**src/verilog/rcm_defines.vh**
```
// constants for the reset and clock mode control block
`ifndef RCM_DEFINES_VH
`define RCM_DEFINES_VH
// minimum reset low time in main oscillator cycles
`define RCM_RESET_MIN_CYC    5'h10
`define RCM_RESET_CNT_W      5
// reset vector addresses
`define RCM_VEC_LO_ADDR      16'hFFFC
`define RCM_VEC_HI_ADDR      16'hFFFD
// register reset values
`define RCM_CLEAR_VAL        8'h00
`define RCM_WDT_RESET_VAL    8'h3F
`define RCM_PS_IRQ_DIS_BIT   2
// divider end counts (ratio minus one) and half-period high thresholds
`define RCM_DIV_MID_LAST     3'h7
`define RCM_DIV_HIGH_LAST    3'h1
`define RCM_DIV_HALF_MID     3'h4
`define RCM_DIV_HALF_HIGH    3'h1
`endif

```
**src/verilog/rcm_clock_divider.v**
```verilog
// glitch-free main clock divider for middle and high speed modes
`include "rcm_defines.vh"

module rcm_clock_divider (
    input  wire       ref_clk,
    input  wire       rst_n,
    input  wire       high_speed,
    output reg        phi_q,
    output reg        phi_edge_q,
    output reg        high_speed_active_q
);

    reg [2:0] cnt_q;
    reg [2:0] cnt_d;
    reg       mode_d;

    // ratio changes only at the end of a full phase, so no pulse is shortened
    always @* begin
        cnt_d  = cnt_q + 3'h1;
        mode_d = high_speed_active_q;
        if (cnt_q == (high_speed_active_q ? `RCM_DIV_HIGH_LAST : `RCM_DIV_MID_LAST)) begin
            cnt_d  = 3'h0;
            mode_d = high_speed;                                        // [RULE13]
        end
    end

    // divide by 8 after reset, by 2 when high speed is active
    always @(posedge ref_clk or negedge rst_n) begin
        if (!rst_n) begin
            cnt_q               <= 3'h0;
            high_speed_active_q <= 1'b0;                                // [RULE9]
            phi_q               <= 1'b0;
            phi_edge_q          <= 1'b0;
        end else begin
            cnt_q               <= cnt_d;
            high_speed_active_q <= mode_d;
            phi_q               <= (cnt_d < (mode_d ? `RCM_DIV_HALF_HIGH :
                                    `RCM_DIV_HALF_MID));                // [RULE9] [RULE10]
            phi_edge_q          <= (cnt_d == 3'h0);
        end
    end

endmodule // rcm_clock_divider

```
**src/verilog/rcm_reset_clock_ctrl.v**
```verilog
// reset sequencing and system clock mode control
// Notes on behaviour
// RULE1: source holds reset low sixteen oscillator cycles
// RULE2: stay in reset while input low
// RULE3: load program counter from vector bytes
// RULE4: clear listed port, control, status registers
// RULE5: watchdog control resets to 0x3F
// RULE6: host buffers and irq request untouched
// RULE7: other registers and RAM undefined
// RULE8: only main oscillator starts at power-on
// RULE9: middle speed divides by eight, default
// RULE10: high speed divides by two
// RULE11: software stabilises oscillator before switching
// RULE12: status undefined except interrupt disable set
// RULE13: divider ratio changes only at boundary
`include "rcm_defines.vh"

module rcm_reset_clock_ctrl (
    input  wire        ref_clk,
    input  wire        rst_n,
    input  wire        reset_in_n,
    input  wire        high_speed_req,
    input  wire        sub_osc_enable,
    input  wire [7:0]  vec_rdata,
    output reg  [15:0] vec_addr_q,
    output reg         vec_rd_q,
    output reg  [15:0] pc_q,
    output reg         pc_valid_q,
    output reg         core_reset_q,
    output reg         reg_clear_q,
    output reg  [7:0]  clear_value_q,
    output reg  [7:0]  watchdog_control_q,
    output reg  [7:0]  processor_status_set_q,
    output reg         sub_osc_run_q,
    output reg         main_osc_run_q,
    output reg         phi_q,
    output reg         phi_edge_q,
    output reg         high_speed_q
);

    // ============================================================
    // reset synchroniser
    // ============================================================
    // assertion stays asynchronous, release is retimed so no flop sees
    // reset lift inside its setup window; costs two cycles after power-up
    reg rst_s1_q;
    reg rst_s2_q;
    wire srst_n = rst_s2_q;

    always @(posedge ref_clk or negedge rst_n) begin
        if (!rst_n) begin
            rst_s1_q <= 1'b0;
            rst_s2_q <= 1'b0;
        end else begin
            rst_s1_q <= 1'b1;
            rst_s2_q <= rst_s1_q;
        end
    end

    // ============================================================
    // reset sequencer
    // ============================================================
    // one-hot states: held, low vector byte, high vector byte, running
    localparam [3:0] ST_HOLD = 4'b0001;
    localparam [3:0] ST_LO   = 4'b0010;
    localparam [3:0] ST_HI   = 4'b0100;
    localparam [3:0] ST_RUN  = 4'b1000;

    reg [3:0]                  state_q;
    reg [3:0]                  state_d;
    reg [`RCM_RESET_CNT_W-1:0] low_cnt_q;
    reg                        qualified_q;
    reg [7:0]                  pcl_q;

    // the sixteenth consecutive low sample is the minimum legal pulse
    wire min_low_w = (low_cnt_q == `RCM_RESET_MIN_CYC - 5'h01);
    // qualifying on that sample lets the core enter reset while the pin is
    // still low, even when the pulse is exactly the minimum length
    wire qual_now_w = qualified_q | min_low_w;

    // hold decode shared by the clear, mode and oscillator logic
    function is_hold;
        input [3:0] st;
        begin
            is_hold = (st == ST_HOLD);
        end
    endfunction

    // short glitches below the minimum low time do not reset the core
    always @(posedge ref_clk or negedge srst_n) begin
        if (!srst_n) begin
            low_cnt_q   <= {`RCM_RESET_CNT_W{1'b0}};
            qualified_q <= 1'b1;
        end else if (!reset_in_n) begin
            // the count stops at the minimum so a long low never wraps round
            if (low_cnt_q != `RCM_RESET_MIN_CYC)
                low_cnt_q <= low_cnt_q + 5'h01;
            if (min_low_w)
                qualified_q <= 1'b1;                                    // [RULE1]
        end else begin
            low_cnt_q   <= {`RCM_RESET_CNT_W{1'b0}};
            qualified_q <= 1'b0;
        end
    end

    // next-state decode of the vector fetch sequence
    always @* begin
        state_d = state_q;
        case (state_q)
            ST_HOLD: if (reset_in_n && qualified_q) state_d = ST_LO;  // [RULE2]
            ST_LO:   state_d = ST_HI;
            ST_HI:   state_d = ST_RUN;
            ST_RUN:  state_d = ST_RUN;
            default: state_d = ST_HOLD;
        endcase
        // a qualified low forces hold from any state while the pin is low
        if (!reset_in_n && qual_now_w)
            state_d = ST_HOLD;                                          // [RULE2]
    end

    // vector fetch: address goes out one cycle, data returns the next
    always @(posedge ref_clk or negedge srst_n) begin
        if (!srst_n) begin
            state_q    <= ST_HOLD;
            vec_addr_q <= `RCM_VEC_LO_ADDR;
            vec_rd_q   <= 1'b0;
            pcl_q      <= 8'h00;
            pc_q       <= 16'h0000;
            pc_valid_q <= 1'b0;
        end else begin
            state_q  <= state_d;
            vec_rd_q <= 1'b0;
            case (state_d)
                ST_LO: begin
                    vec_addr_q <= `RCM_VEC_LO_ADDR;                     // [RULE3]
                    vec_rd_q   <= 1'b1;
                end
                ST_HI: begin
                    vec_addr_q <= `RCM_VEC_HI_ADDR;                     // [RULE3]
                    vec_rd_q   <= 1'b1;
                    pcl_q      <= vec_rdata;
                end
                ST_RUN: begin
                    if (state_q == ST_HI) begin
                        pc_q       <= {vec_rdata, pcl_q};               // [RULE3]
                        pc_valid_q <= 1'b1;
                    end
                end
                default: begin
                    pc_valid_q <= 1'b0;
                end
            endcase
        end
    end

    // ============================================================
    // register reset values handed to the core
    // ============================================================
    // only the listed registers get a clear; host buffers and serial irq
    // request are deliberately never touched, nor are other registers/RAM
    always @(posedge ref_clk or negedge srst_n) begin
        if (!srst_n) begin
            core_reset_q           <= 1'b1;
            reg_clear_q            <= 1'b1;
            clear_value_q          <= `RCM_CLEAR_VAL;
            watchdog_control_q     <= `RCM_WDT_RESET_VAL;
            processor_status_set_q <= 8'h00;
        end else begin
            core_reset_q           <= (state_d != ST_RUN);              // [RULE2]
            reg_clear_q            <= is_hold(state_d);                 // [RULE4] [RULE6] [RULE7]
            clear_value_q          <= `RCM_CLEAR_VAL;                   // [RULE4]
            watchdog_control_q     <= `RCM_WDT_RESET_VAL;               // [RULE5]
            processor_status_set_q <= 8'h01 << `RCM_PS_IRQ_DIS_BIT;     // [RULE12]
        end
    end

    // ============================================================
    // oscillators and speed mode
    // ============================================================
    reg hs_q;

    // mode request is ignored while the sequencer is in hold; reset selects middle speed
    always @(posedge ref_clk or negedge srst_n) begin
        if (!srst_n) begin
            hs_q           <= 1'b0;                                     // [RULE9]
            main_osc_run_q <= 1'b1;                                     // [RULE8]
            sub_osc_run_q  <= 1'b0;                                     // [RULE8]
        end else begin
            hs_q           <= is_hold(state_d) ? 1'b0 : high_speed_req;
            main_osc_run_q <= 1'b1;
            // the second oscillator never starts by itself; software enables it
            sub_osc_run_q  <= is_hold(state_d) ? 1'b0 : sub_osc_enable;   // [RULE8]
        end
    end

    wire phi_w;
    wire phi_edge_w;
    wire hs_active_w;

    rcm_clock_divider u_div (
        .ref_clk             (ref_clk),
        .rst_n               (srst_n),
        .high_speed          (hs_q),
        .phi_q               (phi_w),
        .phi_edge_q          (phi_edge_w),
        .high_speed_active_q (hs_active_w)
    );

    // register divider outputs so every port comes from a flip-flop; phi and
    // its edge marker both lag one cycle, so they stay aligned with the mode
    always @(posedge ref_clk or negedge srst_n) begin
        if (!srst_n) begin
            phi_q        <= 1'b0;
            phi_edge_q   <= 1'b0;
            high_speed_q <= 1'b0;
        end else begin
            phi_q        <= phi_w;
            phi_edge_q   <= phi_edge_w;
            high_speed_q <= hs_active_w;                                // [RULE13]
        end
    end

endmodule // rcm_reset_clock_ctrl

```
**config.mk**
```make
export PLATFORM = sky130hd
export DESIGN_NAME = rcm_reset_clock_ctrl
export DESIGN_NICKNAME = d
export VERILOG_FILES = /design/src/verilog/rcm_clock_divider.v /design/src/verilog/rcm_reset_clock_ctrl.v
export VERILOG_INCLUDE_DIRS = /design/src /design/src/verilog
export SDC_FILE = /design/constraint.sdc
export NUM_CORES = 1
export LEC_CHECK = 0
export ABC_AREA = 0
export BUFFER_PORTS_ARGS = -buffer_cell sky130_fd_sc_hd__buf_2
export CAP_MARGIN = 20
export CORE_AREA = 2 2 71 73
export CTS_CLUSTER_DIAMETER = 120
export CTS_CLUSTER_SIZE = 12
export DETAILED_ROUTE_END_ITERATION = 8
export DIE_AREA = 0 0 73 75
export GPL_ROUTABILITY_DRIVEN = 0
export PLACE_DENSITY = 0.81
export SLEW_MARGIN = 20
export SYNTH_ARGS = -nofsm -noshare
export SYNTH_HDL_FRONTEND = slang
export SYNTH_SLANG_ARGS = --single-unit
```
**constraint.sdc**
```tcl
create_clock -name ref_clk -period 2.7 [get_ports ref_clk]
set_input_delay 0.81 -clock ref_clk [delete_from_list [all_inputs] [get_ports ref_clk]]
set_output_delay 0.81 -clock ref_clk [all_outputs]
set_load 0.1 [all_outputs]
```
==> impl_results.rst, run 1 <==
.. list-table::
   :header-rows: 1

   * - Metric
     - Value
   * - Number of synthesized flops with an enable pin
     - 0
   * - Leakage dissipation
     - between 1 and 1.5 nW
   * - Slowest stage cell on the critical path
     - sky130_fd_sc_hd__dfrtp_1
   * - Portion of the clock cycle consumed by the worst path in the final layout
     - 81.5%
   * - Number of antenna violations at the first check in global routing
     - 0
   * - FFs w/ async S/R, synth
     - 100%
   * - Postcts setup bufs
     - 0
   * - Net switching fraction of the power
     - a little over a third
   * - Post-detailed-routing wire length
     - approximately 3.7 mm
   * - Placed Instance Area
     - between 2000 and 3000 µm²
   * - Final instance area
     - around 2600 µm²
   * - Post-Syn Instances
     - 191
   * - Crit path capture type
     - register
   * - Rows
     - 25
   * - Required time of the worst setup path
     - around 2.9 ns
   * - Crit path time final
     - between 2 and 2.5 ns
   * - Critical path class
     - register to register
   * - Netlist Area Pre-Place
     - 2440 µm²
   * - IR Drop Worst-Case VDD
     - around 430 µV
   * - Worst slack at placement
     - about 0.52 ns
   * - First drt pass iteration count
     - 4
   * - Cts bufs inserted
     - 5
   * - Final Max Slew Viols
     - 0
   * - Vias per inst
     - around 4.8
   * - First-pass GRT wire length
     - approximately 6.3 mm
   * - Largest net degree at the start of global routing
     - 19
   * - Diode count
     - 0
   * - Cell internal pwr
     - 1.02 mW
   * - Placeable core region
     - ~4700 µm²
   * - Final WS setup
     - about 0.5 ns
   * - Buffers and inverters on the worst path
     - 1
   * - Setup TNS
     - 0 ns
   * - Worst-Margin Slew
     - 0.774 ns
   * - Root buffer cell
     - sky130_fd_sc_hd__clkbuf_8
   * - Clock tree from TritonCTS
     - done
   * - Dominant synthesized flop cell
     - sky130_fd_sc_hd__dfrtp_1
   * - Detailed placement HPWL
     - about 2.7 mm
   * - Net switching power of the design
     - 0.572 mW
   * - Initial cell density of the core
     - a little over half
   * - Final net count
     - ~250
   * - Maximum level of the CTS H-tree
     - 2
   * - Chip width
     - around 73 µm
   * - Maximum buffer depth of the clock tree
     - 2
   * - Adder and majority gate portion of the synthesized area
     - ~2.6%
   * - Max-cap viol count
     - 0
   * - Cell with the most instances on the worst path
     - sky130_fd_sc_hd__ha_1
   * - Startpoint types
     - register
   * - Number of global-route vias before repair
     - between 1,000 and 1,500
   * - Portion of total power attributed to the clock network
     - about a quarter
   * - Cell-by-cell listing of the critical path
     - ha_1 -> and3_1 -> ha_1 -> o21ba_4 -> nor4_4 -> buf_4 -> mux2_2
   * - Unrepaired setup endpoints after global routing
     - no
   * - DRC violations left
     - 0
   * - Max frequency
     - between 400 and 500 MHz
   * - Clock latency at the later pin of the worst-skew pair
     - 0.30 ns
   * - Fraction of synthesized cell area in xor and xnor cells
     - between 1.5 and 2%
   * - Total number of clock tree sinks
     - 53
   * - CTS Hold Bufs
     - 0
   * - Synthesized area per cell
     - roughly 13 µm²
   * - Combinational cell fraction of total power
     - approximately 22%
   * - CTS resizes
     - 0
   * - Outcome
     - complete, no violations
   * - Fill cell total of the finished layout
     - around 410
   * - Total routing resource utilization after global routing
     - 15.1%
   * - Count of input and output buffers
     - 38
   * - Number of hold violations in the final report
     - 0
   * - Clock input transition at the sequential cells of the worst setup and hold paths
     - around 0.090 ns
   * - Crit-path leading delay family
     - adder cells
   * - Cell variety after synth
     - 44
   * - Synth Area in Compound Gates
     - 6.16%
   * - Post-Synth Simple-Gate Area
     - 8.11%
   * - Core utilization of the finished layout
     - 56.4%
   * - Area delta synth->final
     - 7.85%
   * - Floorplan die height
     - 75 µm
   * - Portion of the post-synthesis area used by sequential elements
     - a little over half
   * - Setup skew after layout
     - between 0.01 and 0.015 ns
   * - Type of the worst min-delay path
     - register to async pin
   * - Total number of vias
     - approximately 1,400
   * - Highest fanout seen on the critical path
     - 16
   * - Total global routing overflow
     - 0
   * - Number of synthesized register bits
     - 53
   * - Number of nets with antenna violations after detailed routing
     - 0
   * - Data arrival, critical path
     - between 2 and 2.5 ns
   * - Die area
     - about 5500 µm²
   * - Mux contribution to synthesized area
     - roughly 11%
   * - Part of the power in registers
     - about half
   * - Top-level port count
     - 78
   * - Setup violators final
     - 0
   * - Delay of the slowest critical-path stage
     - 0.41 ns
   * - 1st-iter DRT viols
     - 94
   * - Detail-routed net length per standard cell
     - between 10 and 15 µm
   * - Pwr dens
     - between 600 and 700 nW/µm²
   * - Dominant combinational cell family by area after synthesis
     - buffers and inverters
   * - Layout cell share with drive strength beyond 1
     - between 30% and 40%
   * - Number of warnings issued by yosys
     - 0
   * - Worst slew margin relative to its limit
     - between 40 and 50%
==> Yosys cell counts, drive strengths merged (2+ instances only) <==
cell	number	area [µm²]
a21boi	3	22.5
a21oi	4	20.0
and2	2	12.5
buf	42	317
clkbuf	3	11.3
conb	2	7.51
dfrtp	49	1230
dfstp	4	105
ha	5	62.6
inv	10	37.5
mux2	24	270
nand2b	2	12.5
nand3b	2	15.0
nand4b	3	26.3
nand4bb	2	22.5
nor2	3	11.3
nor3	2	15.0
o21ai	3	15.0
or3	2	12.5
xnor2	4	35.0
==> per-stage QoR <==
step | hold slack [ns] | total power [mW] | std cells
2_1_floorplan | 0.331 | 1.20 | 230
3_3_place_gp | 0.197 | 1.18 | 281
3_5_place_dp | 0.202 | 1.19 | 281
4_1_cts | 0.207 | 1.61 | 289
5_1_grt | 0.230 | 1.66 | 289
6_report | 0.191 | 1.60 | 289
==> path summary, 6_finish.rpt <==
path / from / end / slack (ns) / depth (start not counted)
max in group asynchronous: rst_s2_q$_DFF_PN0_ / reg_clear_q$_DFF_PN1_ / 1.87 / 1
worst max register to register: low_cnt_q[0]$_DFFE_PN0P_ / pc_q[1]$_DFFE_PN0P_ / 0.50 / 7
worst max-delay path: low_cnt_q[0]$_DFFE_PN0P_ / pc_q[1]$_DFFE_PN0P_ / 0.50 / 7
min in group ref_clk: u_div.phi_edge_q$_DFF_PN0_ / phi_edge_q$_DFF_PN0_ / 0.36 / 0
worst min register to register: rst_s2_q$_DFF_PN0_ / processor_status_set_q[2]$_DFF_PN0_ / 0.19 / 0
worst min-delay path: rst_s2_q$_DFF_PN0_ / processor_status_set_q[2]$_DFF_PN0_ / 0.19 / 0
==> state kept, by name, indices dropped and copies added, names as in the netlist <==
name,count
core_reset_q,1
high_speed_q,1
hs_q,1
low_cnt_q,5
pc_q,16
pc_valid_q,1
pcl_q,8
phi_edge_q,1
phi_q,1
processor_status_set_q,1
qualified_q,1
reg_clear_q,1
rst_s1_q,1
rst_s2_q,1
state_q,4
sub_osc_run_q,1
u_div.cnt_q,3
u_div.high_speed_active_q,1
u_div.phi_edge_q,1
u_div.phi_q,1
vec_addr_q,1
vec_rd_q,1
==> final cells by class <==
| cell class | instances | area, µm² | share of cell area, % |
|---|---|---|---|
| Clock inverter | 1 | 7.51 | 0.285 |
| Tap cell | 54 | 67.6 | 2.57 |
| Clock buffer | 7 | 76.3 | 2.90 |
| Timing Repair Buffer | 42 | 220 | 8.37 |
| Inverter | 10 | 37.5 | 1.43 |
| Multi-Input combinational cell | 122 | 888 | 33.8 |
| Sequential cell | 53 | 1330 | 50.7 |
==> per-layer routing <==
layer  part of all wire (%)  up-vias  global-route usage (%)
met5                      0        -                       0
met4                    1.3        0                    5.76
met3                    5.0        5                    4.02
met2                     48       46                    23.1
met1                     46      679                    20.8
li1                       -      656                       -
==> worst register-to-register path: cells and delay by family, from the launching register on <==
family	cells	cell delay (ns)
AND/OR/NAND/NOR	2	0.38
AO/OA/AOI/OAI	1	0.23
buffers and inverters	1	0.27
adder cells (fa/ha/maj)	2	0.41
flip-flops	1	0.41
multiplexers	1	0.37
==> layout by cell type, fill, tap and decap left out, types with 3 or more instances in the layout <==
cell / synthesis / routed
sky130_fd_sc_hd__dfstp_2: 4 / 4
sky130_fd_sc_hd__dfrtp_1: 49 / 48
sky130_fd_sc_hd__a21boi_0: 3 / 3
sky130_fd_sc_hd__xnor2_1: 4 / 4
sky130_fd_sc_hd__buf_4: 40 / 4
sky130_fd_sc_hd__ha_1: 5 / 5
sky130_fd_sc_hd__inv_1: 10 / 10
sky130_fd_sc_hd__clkbuf_8: 0 / 5
sky130_fd_sc_hd__mux2_2: 23 / 23
sky130_fd_sc_hd__conb_1: 2 / 41
sky130_fd_sc_hd__nand4b_1: 3 / 3
sky130_fd_sc_hd__buf_2: 1 / 38
sky130_fd_sc_hd__o21ai_0: 3 / 3
sky130_fd_sc_hd__nor2_1: 3 / 3
sky130_fd_sc_hd__a21oi_1: 4 / 4
==> power groups by stage <==
| stage | Clock, mW | Sequential (mW) | Combinational (mW) |
|---|---|---|---|
| floorplan | 0 | 0.899 | 0.300 |
| global placement | 0 | 0.842 | 0.342 |
| detailed placement | 0 | 0.843 | 0.344 |
| CTS | 0.442 | 0.827 | 0.344 |
| global route | 0.475 | 0.831 | 0.356 |
| finish | 0.426 | 0.827 | 0.344 |
==> cell families (layout without fill, tap and decap cells) <==
| group | Yosys count | count (layout) |
|---|---|---|
| AOI/OAI and AO/OA | 20 | 20 |
| xor gates and xnor gates | 5 | 5 |
| adders and majority gates | 5 | 5 |
| buffers and inverters | 55 | 60 |
| DFF | 53 | 53 |
| muxes | 25 | 25 |
| other | 2 | 41 |
| and+or+nand+nor | 26 | 26 |
Power figures use the tool's default switching activity.
==> run 2, diff against run 1 <==
--- a/config.mk
+++ b/config.mk
@@ -9,13 +9,13 @@
 export ABC_AREA = 0
 export BUFFER_PORTS_ARGS = -buffer_cell sky130_fd_sc_hd__buf_2
 export CAP_MARGIN = 20
-export CORE_AREA = 2 2 71 73
+export CORE_AREA = 2 2 73 75
 export CTS_CLUSTER_DIAMETER = 120
 export CTS_CLUSTER_SIZE = 12
 export DETAILED_ROUTE_END_ITERATION = 8
-export DIE_AREA = 0 0 73 75
+export DIE_AREA = 0 0 75 77
 export GPL_ROUTABILITY_DRIVEN = 0
-export PLACE_DENSITY = 0.81
+export PLACE_DENSITY = 0.77
 export SLEW_MARGIN = 20
 export SYNTH_ARGS = -nofsm -noshare
 export SYNTH_HDL_FRONTEND = slang
==> constraint.sdc (replaced) <==
create_clock -name ref_clk -period 2.25 [get_ports ref_clk]
set_input_delay 0.675 -clock ref_clk [delete_from_list [all_inputs] [get_ports ref_clk]]
set_output_delay 0.675 -clock ref_clk [all_outputs]
set_load 0.1 [all_outputs]
==> run 2 against run 1 <==
Effect of this change:
- register-to-register slack got worse by 0.38 ns
- wire length down 5.0%
- critical endpoint is now pc_q[10]$_DFFE_PN0P_
- cell count grew 5.5%
- via count is 0.58% lower
- sequential share of layout area is 1.5 points lower
- clock-buffer cell count unchanged
- largest power group unchanged
- maximum frequency increased by 3.2%
- hold slack lost 0.050 ns
==> impl_results.rst, run 2 (synthesis results as in run 1) <==
.. list-table::
   :header-rows: 1

   * - Metric
     - Value
   * - Outcome
     - complete, no violations
   * - DRC violations left
     - 0 (unchanged)
   * - Final net count
     - 252 (unchanged)
   * - Final std cells w/o fill
     - 305 (+5.5%)
   * - 1st-iter DRT viols
     - 97 (+3.2%)
   * - Maximum buffer depth of the clock tree
     - 2 (unchanged)
   * - Number of nets with antenna violations after detailed routing
     - 0 (unchanged)
   * - Die area
     - 5780 µm² (+5.5%)
   * - Cell internal pwr
     - 1.37 mW (+34%)
   * - Type of the worst min-delay path
     - primary input to async pin
   * - Detail-routed net length per standard cell
     - 11.5 µm (-10%)
   * - Cts bufs inserted
     - 5 (unchanged)
   * - Top Registers
     - pc_q x16, pcl_q x8, low_cnt_q x5
   * - Portion of the clock cycle consumed by the worst path in the final layout
     - 94.7% (+13 points)
   * - CTS Hold Bufs
     - 0 (unchanged)
   * - Area delta synth->final
     - 11.0%
   * - First drt pass iteration count
     - 2 (-2)
   * - Setup violators final
     - 0 (unchanged)
   * - Setup skew after layout
     - 0.00640 ns (-0.00600 ns)
   * - Diode count
     - 0 (unchanged)
   * - Count of input and output buffers
     - 38 (unchanged)
   * - Postcts setup bufs
     - 0 (unchanged)
   * - Total routing resource utilization after global routing
     - 13.7% (-1.4 points)
   * - Total number of vias
     - 1,378 (-0.58%)
   * - Root buffer cell
     - sky130_fd_sc_hd__clkbuf_8
   * - Top-level port count
     - 78 (unchanged)
   * - Total global routing overflow
     - 0 (unchanged)
   * - Inst Count DP
     - 297 (+5.7%)
   * - Crit-path leading delay family
     - simple AND/OR/NAND/NOR gates
   * - Initial cell density of the core
     - 49.0% (-3.3 points)
   * - Highest fanout seen on the critical path
     - 16 (unchanged)
   * - Unrepaired setup endpoints after global routing
     - no
   * - Combinational cell fraction of total power
     - 20.1% (-1.4 points)
   * - First-pass GRT wire length
     - 6.15 mm (-2.7%)
   * - Crit path time final
     - 2.13 ns (-0.0687 ns)
   * - Final Max Slew Viols
     - 0 (unchanged)
   * - Maximum level of the CTS H-tree
     - 2 (unchanged)
   * - Buffers and inverters on the worst path
     - 1 (unchanged)
   * - Startpoint types
     - register
   * - Critical path class
     - register to register
   * - Setup TNS
     - 0 ns (unchanged)
   * - Max reg flops
     - 16 (unchanged)
   * - Number of antenna violations at the first check in global routing
     - 0 (unchanged)
   * - Placeable core region
     - 4980 µm² (+6.8%)
   * - Commonest non-fill, non-tap cell in the layout
     - sky130_fd_sc_hd__dfrtp_1
   * - Final instance area
     - 2710 µm² (+2.9%)
   * - Part of the power in registers
     - 48.3% (-3.5 points)
   * - CTS resizes
     - 0 (unchanged)
   * - Crit path capture type
     - register
   * - Cell with the most instances on the worst path
     - sky130_fd_sc_hd__ha_1
   * - Final-layout worst hold slack
     - 0.141 ns (-0.0498 ns)
   * - Most frequent cells in the layout
     - 48 x sky130_fd_sc_hd__dfrtp_1, 41 x sky130_fd_sc_hd__conb_1, 38 x sky130_fd_sc_hd__buf_2
   * - Cell-by-cell listing of the critical path
     - ha_1 -> and3_1 -> ha_1 -> o21ba_4 -> nor4_4 -> buf_12 -> mux2_2
   * - Layout cell share with drive strength beyond 1
     - 34.5% (+0.43 points)
   * - Largest net degree at the start of global routing
     - 34 (+15)
   * - Clock tree from TritonCTS
     - done
   * - Portion of total power attributed to the clock network
     - 31.6% (+4.9 points)
   * - Clock input transition at the sequential cells of the worst setup and hold paths
     - 0.09 ns (about the same)
   * - Net switching fraction of the power
     - 33.2% (-2.7 points)
   * - Clock latency at the later pin of the worst-skew pair
     - 0.30 ns (about the same)
   * - IR Drop Worst-Case VDD
     - 451 µV (+5.1%)
   * - Leakage dissipation
     - 1.32 nW (+2.2%)
   * - Rows
     - 26 (+4.0%)
   * - Detailed placement HPWL
     - 2.51 mm (-7.6%)
   * - Fill cell total of the finished layout
     - 426 (+4.4%)
   * - Max-cap viol count
     - 0 (unchanged)
   * - Max frequency
     - 469 MHz (+3.2%)
   * - Vias per inst
     - 4.52 (-5.8%)
   * - Floorplan die height
     - 77 µm (+2.7%)
   * - Pwr dens
     - 758 nW/µm² (+25%)
   * - Delay of the slowest critical-path stage
     - 0.40 ns (about the same)
   * - Slowest stage cell on the critical path
     - sky130_fd_sc_hd__dfrtp_1
   * - Number of global-route vias before repair
     - 1,360 (+2.6%)
   * - Placed Instance Area
     - 2590 µm² (+1.8%)
   * - Data arrival, critical path
     - 2.32 ns (-0.06 ns)
   * - Total number of clock tree sinks
     - 53 (unchanged)
   * - Chip width
     - 75 µm (+2.7%)
   * - Net switching power of the design
     - 0.681 mW (+19%)
   * - Post-detailed-routing wire length
     - 3.50 mm (-5.0%)
   * - Required time of the worst setup path
     - 2.44 ns (-0.44 ns)
   * - Register with the most flip-flops
     - pc_q
   * - Number of hold violations in the final report
     - 0 (unchanged)
==> run 2: per-stage QoR <==
stage                     setup WS, ns  util, %  total power, mW
final                            0.119     54.4             2.05
after global routing            0.0400     54.4             2.13
after CTS                        0.101     54.4             2.08
after detailed placement         0.112     52.1             1.42
after global placement           0.146     52.1             1.42
after floorplan                 0.0578        -             1.44
==> run 2: final timing paths <==
kind,cells past startpoint,to,slack [ns],start
worst max-delay path,7,pc_q[10]$_DFFE_PN0P_,0.12,low_cnt_q[0]$_DFFE_PN0P_
worst min-delay path,1,rst_s1_q$_DFF_PN0_,0.14,rst_n
worst max register to register,7,pc_q[10]$_DFFE_PN0P_,0.12,low_cnt_q[0]$_DFFE_PN0P_
worst min register to register,0,pcl_q[3]$_DFFE_PN0P_,0.21,rst_s2_q$_DFF_PN0_
max in group asynchronous,1,qualified_q$_DFFE_PN1P_,1.46,rst_s2_q$_DFF_PN0_
min in group ref_clk,0,rst_s2_q$_DFF_PN0_,0.36,rst_s1_q$_DFF_PN0_
==> run 2: cell type report <==
type | count | area (µm²) | area share [%]
Tap cell | 70 | 87.6 | 3.23
Clock inverter | 1 | 30.0 | 1.11
Sequential cell | 53 | 1330 | 49.2
Inverter | 10 | 37.5 | 1.39
Multi-Input combinational cell | 122 | 888 | 32.8
Clock buffer | 7 | 86.3 | 3.19
Timing Repair Buffer | 42 | 245 | 9.06
==> run 2: power by group through the flow <==
stage	logic (mW)	clock network (mW)	registers, mW
global placement	0.411	0	1.01
finish	0.412	0.649	0.992
detailed placement	0.412	0	1.01
CTS	0.412	0.675	0.993
global route	0.429	0.700	0.998
floorplan	0.360	0	1.08
==> run 2: metal layers <==
metal	global-route usage [%]	vias to the layer above	part of all wire, %
li1	-	656	-
met3	4.73	6	7.7
met5	0	-	0
met1	18.0	663	44
met4	3.75	0	1.3
met2	21.4	53	47
==> run 3, diff against run 2 <==
--- a/config.mk
+++ b/config.mk
@@ -9,13 +9,13 @@
 export ABC_AREA = 0
 export BUFFER_PORTS_ARGS = -buffer_cell sky130_fd_sc_hd__buf_2
 export CAP_MARGIN = 20
-export CORE_AREA = 2 2 73 75
+export CORE_AREA = 2 2 53 104
 export CTS_CLUSTER_DIAMETER = 120
 export CTS_CLUSTER_SIZE = 12
 export DETAILED_ROUTE_END_ITERATION = 8
-export DIE_AREA = 0 0 75 77
+export DIE_AREA = 0 0 55 106
 export GPL_ROUTABILITY_DRIVEN = 0
-export PLACE_DENSITY = 0.77
+export PLACE_DENSITY = 0.76
 export SLEW_MARGIN = 20
 export SYNTH_ARGS = -nofsm -noshare
 export SYNTH_HDL_FRONTEND = slang
==> run 3 against run 2 <==
Effect of this change:
- register-to-register slack got worse by 0.03 ns
- largest cell class unchanged
- die area increased by 0.95%
- sequential share of layout area increased by 0.79 points
- combinational power about the same
- flip-flop and latch count unchanged
- setup slack got worse by 0.032 ns
- utilization decreased by 2.1 points
- non-clock buffer count increased by 1
- maximum frequency decreased by 1.5%
- cell count decreased by 3.6%
- critical path depth unchanged
- clock power decreased by 15%
==> impl_results.rst, run 3 (synthesis results as in run 1) <==
.. list-table::
   :header-rows: 1

   * - Metric
     - Value
   * - Outcome
     - complete, no violations
   * - Detailed placement HPWL
     - 2.85 mm (+14%)
   * - Max reg flops
     - 16 (unchanged)
   * - CTS resizes
     - 0 (unchanged)
   * - Type of the worst min-delay path
     - primary input to async pin
   * - Post-detailed-routing wire length
     - 3.85 mm (+9.9%)
   * - Number of global-route vias before repair
     - 1,448 (+6.5%)
   * - Clock tree from TritonCTS
     - done
   * - Layout cell share with drive strength beyond 1
     - 34.7% (+0.28 points)
   * - Root buffer cell
     - sky130_fd_sc_hd__clkbuf_8
   * - Number of antenna violations at the first check in global routing
     - 0 (unchanged)
   * - Critical path class
     - register to register
   * - Register with the most flip-flops
     - pc_q
   * - CTS Hold Bufs
     - 0 (unchanged)
   * - IR Drop Worst-Case VDD
     - 787 µV (+74%)
   * - Inst Count DP
     - 286 (-3.7%)
   * - Portion of total power attributed to the clock network
     - 28.2% (-3.4 points)
   * - Unrepaired setup endpoints after global routing
     - no
   * - Maximum buffer depth of the clock tree
     - 2 (unchanged)
   * - Final std cells w/o fill
     - 294 (-3.6%)
   * - Placeable core region
     - 5090 µm² (+2.3%)
   * - Setup skew after layout
     - 0.0131 ns (+0.00669 ns)
   * - Final WS setup
     - 0.0865 ns (-0.0323 ns)
   * - Top Registers
     - pc_q x16, pcl_q x8, low_cnt_q x5
   * - Data arrival, critical path
     - 2.36 ns (+0.04 ns)
   * - Floorplan die height
     - 106 µm (+38%)
   * - Crit path capture type
     - register
   * - Placed Instance Area
     - 2570 µm² (-0.77%)
   * - Worst slack at placement
     - 0.104 ns (-0.00810 ns)
   * - Top-level port count
     - 78 (unchanged)
   * - Clock latency at the later pin of the worst-skew pair
     - 0.31 ns (about the same)
   * - Setup violators final
     - 0 (unchanged)
   * - Pwr dens
     - 734 nW/µm² (-3.2%)
   * - Max-cap viol count
     - 0 (unchanged)
   * - Largest net degree at the start of global routing
     - 27 (-21%)
   * - Crit path time final
     - 2.16 ns (+0.0323 ns)
   * - Postcts setup bufs
     - 0 (unchanged)
   * - Count of input and output buffers
     - 38 (unchanged)
   * - Sum of internal, switching and leakage power
     - 1.96 mW (-4.7%)
   * - Number of nets with antenna violations after detailed routing
     - 0 (unchanged)
   * - Total routing resource utilization after global routing
     - 15.3% (+1.6 points)
   * - Diode count
     - 0 (unchanged)
   * - Area delta synth->final
     - 9.29%
   * - Most frequent cells in the layout
     - 48 x sky130_fd_sc_hd__dfrtp_1, 41 x sky130_fd_sc_hd__conb_1, 38 x sky130_fd_sc_hd__buf_2
   * - Net switching fraction of the power
     - 35.6% (+2.5 points)
   * - Net switching power of the design
     - 0.697 mW (+2.4%)
   * - First drt pass iteration count
     - 4 (+2)
   * - Vias per inst
     - 4.91 (+8.7%)
   * - Detail-routed net length per standard cell
     - 13.1 µm (+14%)
   * - Cell internal pwr
     - 1.26 mW (-8.3%)
   * - Required time of the worst setup path
     - 2.44 ns (about the same)
   * - Startpoint types
     - register
   * - Worst slew margin relative to its limit
     - between 60% and 70%
   * - DRC violations left
     - 0 (unchanged)
   * - Number of hold violations in the final report
     - 0 (unchanged)
   * - Combinational cell fraction of total power
     - 20.9% (+0.8 points)
   * - Max frequency
     - 462 MHz (-1.5%)
   * - Final Max Slew Viols
     - 0 (unchanged)
   * - First-pass GRT wire length
     - 6.40 mm (+4.2%)
   * - Initial cell density of the core
     - 47.9% (-1.1 points)
   * - Chip width
     - 55 µm (-27%)
   * - Maximum level of the CTS H-tree
     - 2 (unchanged)
   * - Portion of the clock cycle consumed by the worst path in the final layout
     - 96.2% (+1.4 points)
   * - Leakage dissipation
     - 1.31 nW (-1.0%)
   * - Commonest non-fill, non-tap cell in the layout
     - sky130_fd_sc_hd__dfrtp_1
   * - Core utilization of the finished layout
     - 52.3% (-2.1 points)
   * - Total number of vias
     - 1,444 (+4.8%)
   * - Part of the power in registers
     - 50.9% (+2.6 points)
   * - Total number of clock tree sinks
     - 53 (unchanged)
   * - Total global routing overflow
     - 0 (unchanged)
   * - Highest fanout seen on the critical path
     - 16 (unchanged)
   * - 1st-iter DRT viols
     - 31 (-68%)
   * - Cts bufs inserted
     - 5 (unchanged)
   * - Worst-Margin Slew
     - 0.554 ns
   * - Final-layout worst hold slack
     - 0.125 ns (-0.0167 ns)
   * - Setup TNS
     - 0 ns (unchanged)
   * - Final net count
     - 253 (+0.40%)
   * - Final instance area
     - 2670 µm² (-1.6%)
   * - Die area
     - 5830 µm² (+0.95%)
   * - Rows
     - 37 (+42%)
   * - Clock input transition at the sequential cells of the worst setup and hold paths
     - 0.10 ns (about the same)
[run 3: changes by cell type in the layout (fill, tap and decap cells not counted), sizes merged]
cell and change:
buf +1, clkinvlp +1, bufinv -1
[run 3: cell type report]
cell class / instances / area (µm²)
clock inverters: 1 / 7.51
inverters: 10 / 37.5
repair buffers: 43 / 240
clock buffers: 7 / 86.3
multi-input cells: 122 / 888
fillers: 468 / 2430
flip-flops and latches: 53 / 1330
well taps: 58 / 72.6
[run 3: critical path, stage by stage, from the launching register on]
cell                      delay (ns)
sky130_fd_sc_hd__dfrtp_1        0.41
sky130_fd_sc_hd__ha_1           0.22
sky130_fd_sc_hd__and3_1         0.19
sky130_fd_sc_hd__ha_1           0.19
sky130_fd_sc_hd__o21ba_4        0.23
sky130_fd_sc_hd__nor4_4         0.27
sky130_fd_sc_hd__buf_12         0.19
sky130_fd_sc_hd__mux2_2         0.34
[run 3: worst paths after layout]
check                                            from               endpoint  slack [ns]  depth (start not counted)
setup / recovery             low_cnt_q[0]$_DFFE_PN0P_   pc_q[12]$_DFFE_PN0P_        0.09                          7
hold / removal                                  rst_n     rst_s1_q$_DFF_PN0_        0.12                          1
setup reg to reg             low_cnt_q[0]$_DFFE_PN0P_   pc_q[12]$_DFFE_PN0P_        0.09                          7
hold reg to reg                    rst_s2_q$_DFF_PN0_   pc_q[13]$_DFFE_PN0P_        0.26                          0
max in group asynchronous          rst_s2_q$_DFF_PN0_  reg_clear_q$_DFF_PN1_        1.33                          1
min in group ref_clk       u_div.phi_edge_q$_DFF_PN0_   phi_edge_q$_DFF_PN0_        0.36                          0
[run 3: power by group through the flow]
stage               combinational [mW]  clock (mW)  sequential, mW
detailed placement               0.410           0            1.01
finish                           0.410       0.551           0.995
global placement                 0.407           0            1.01
floorplan                        0.360           0            1.08
global route                     0.425       0.604            1.00
CTS                              0.411       0.574           0.996
[run 3: routing by layer]
layer	up-vias	part of all wire [%]	global-route usage, %
li1	658	-	-
met4	0	3.5	9.23
met1	715	36	17.1
met3	11	5.4	3.37
met2	60	55	25.0
met5	-	0	0
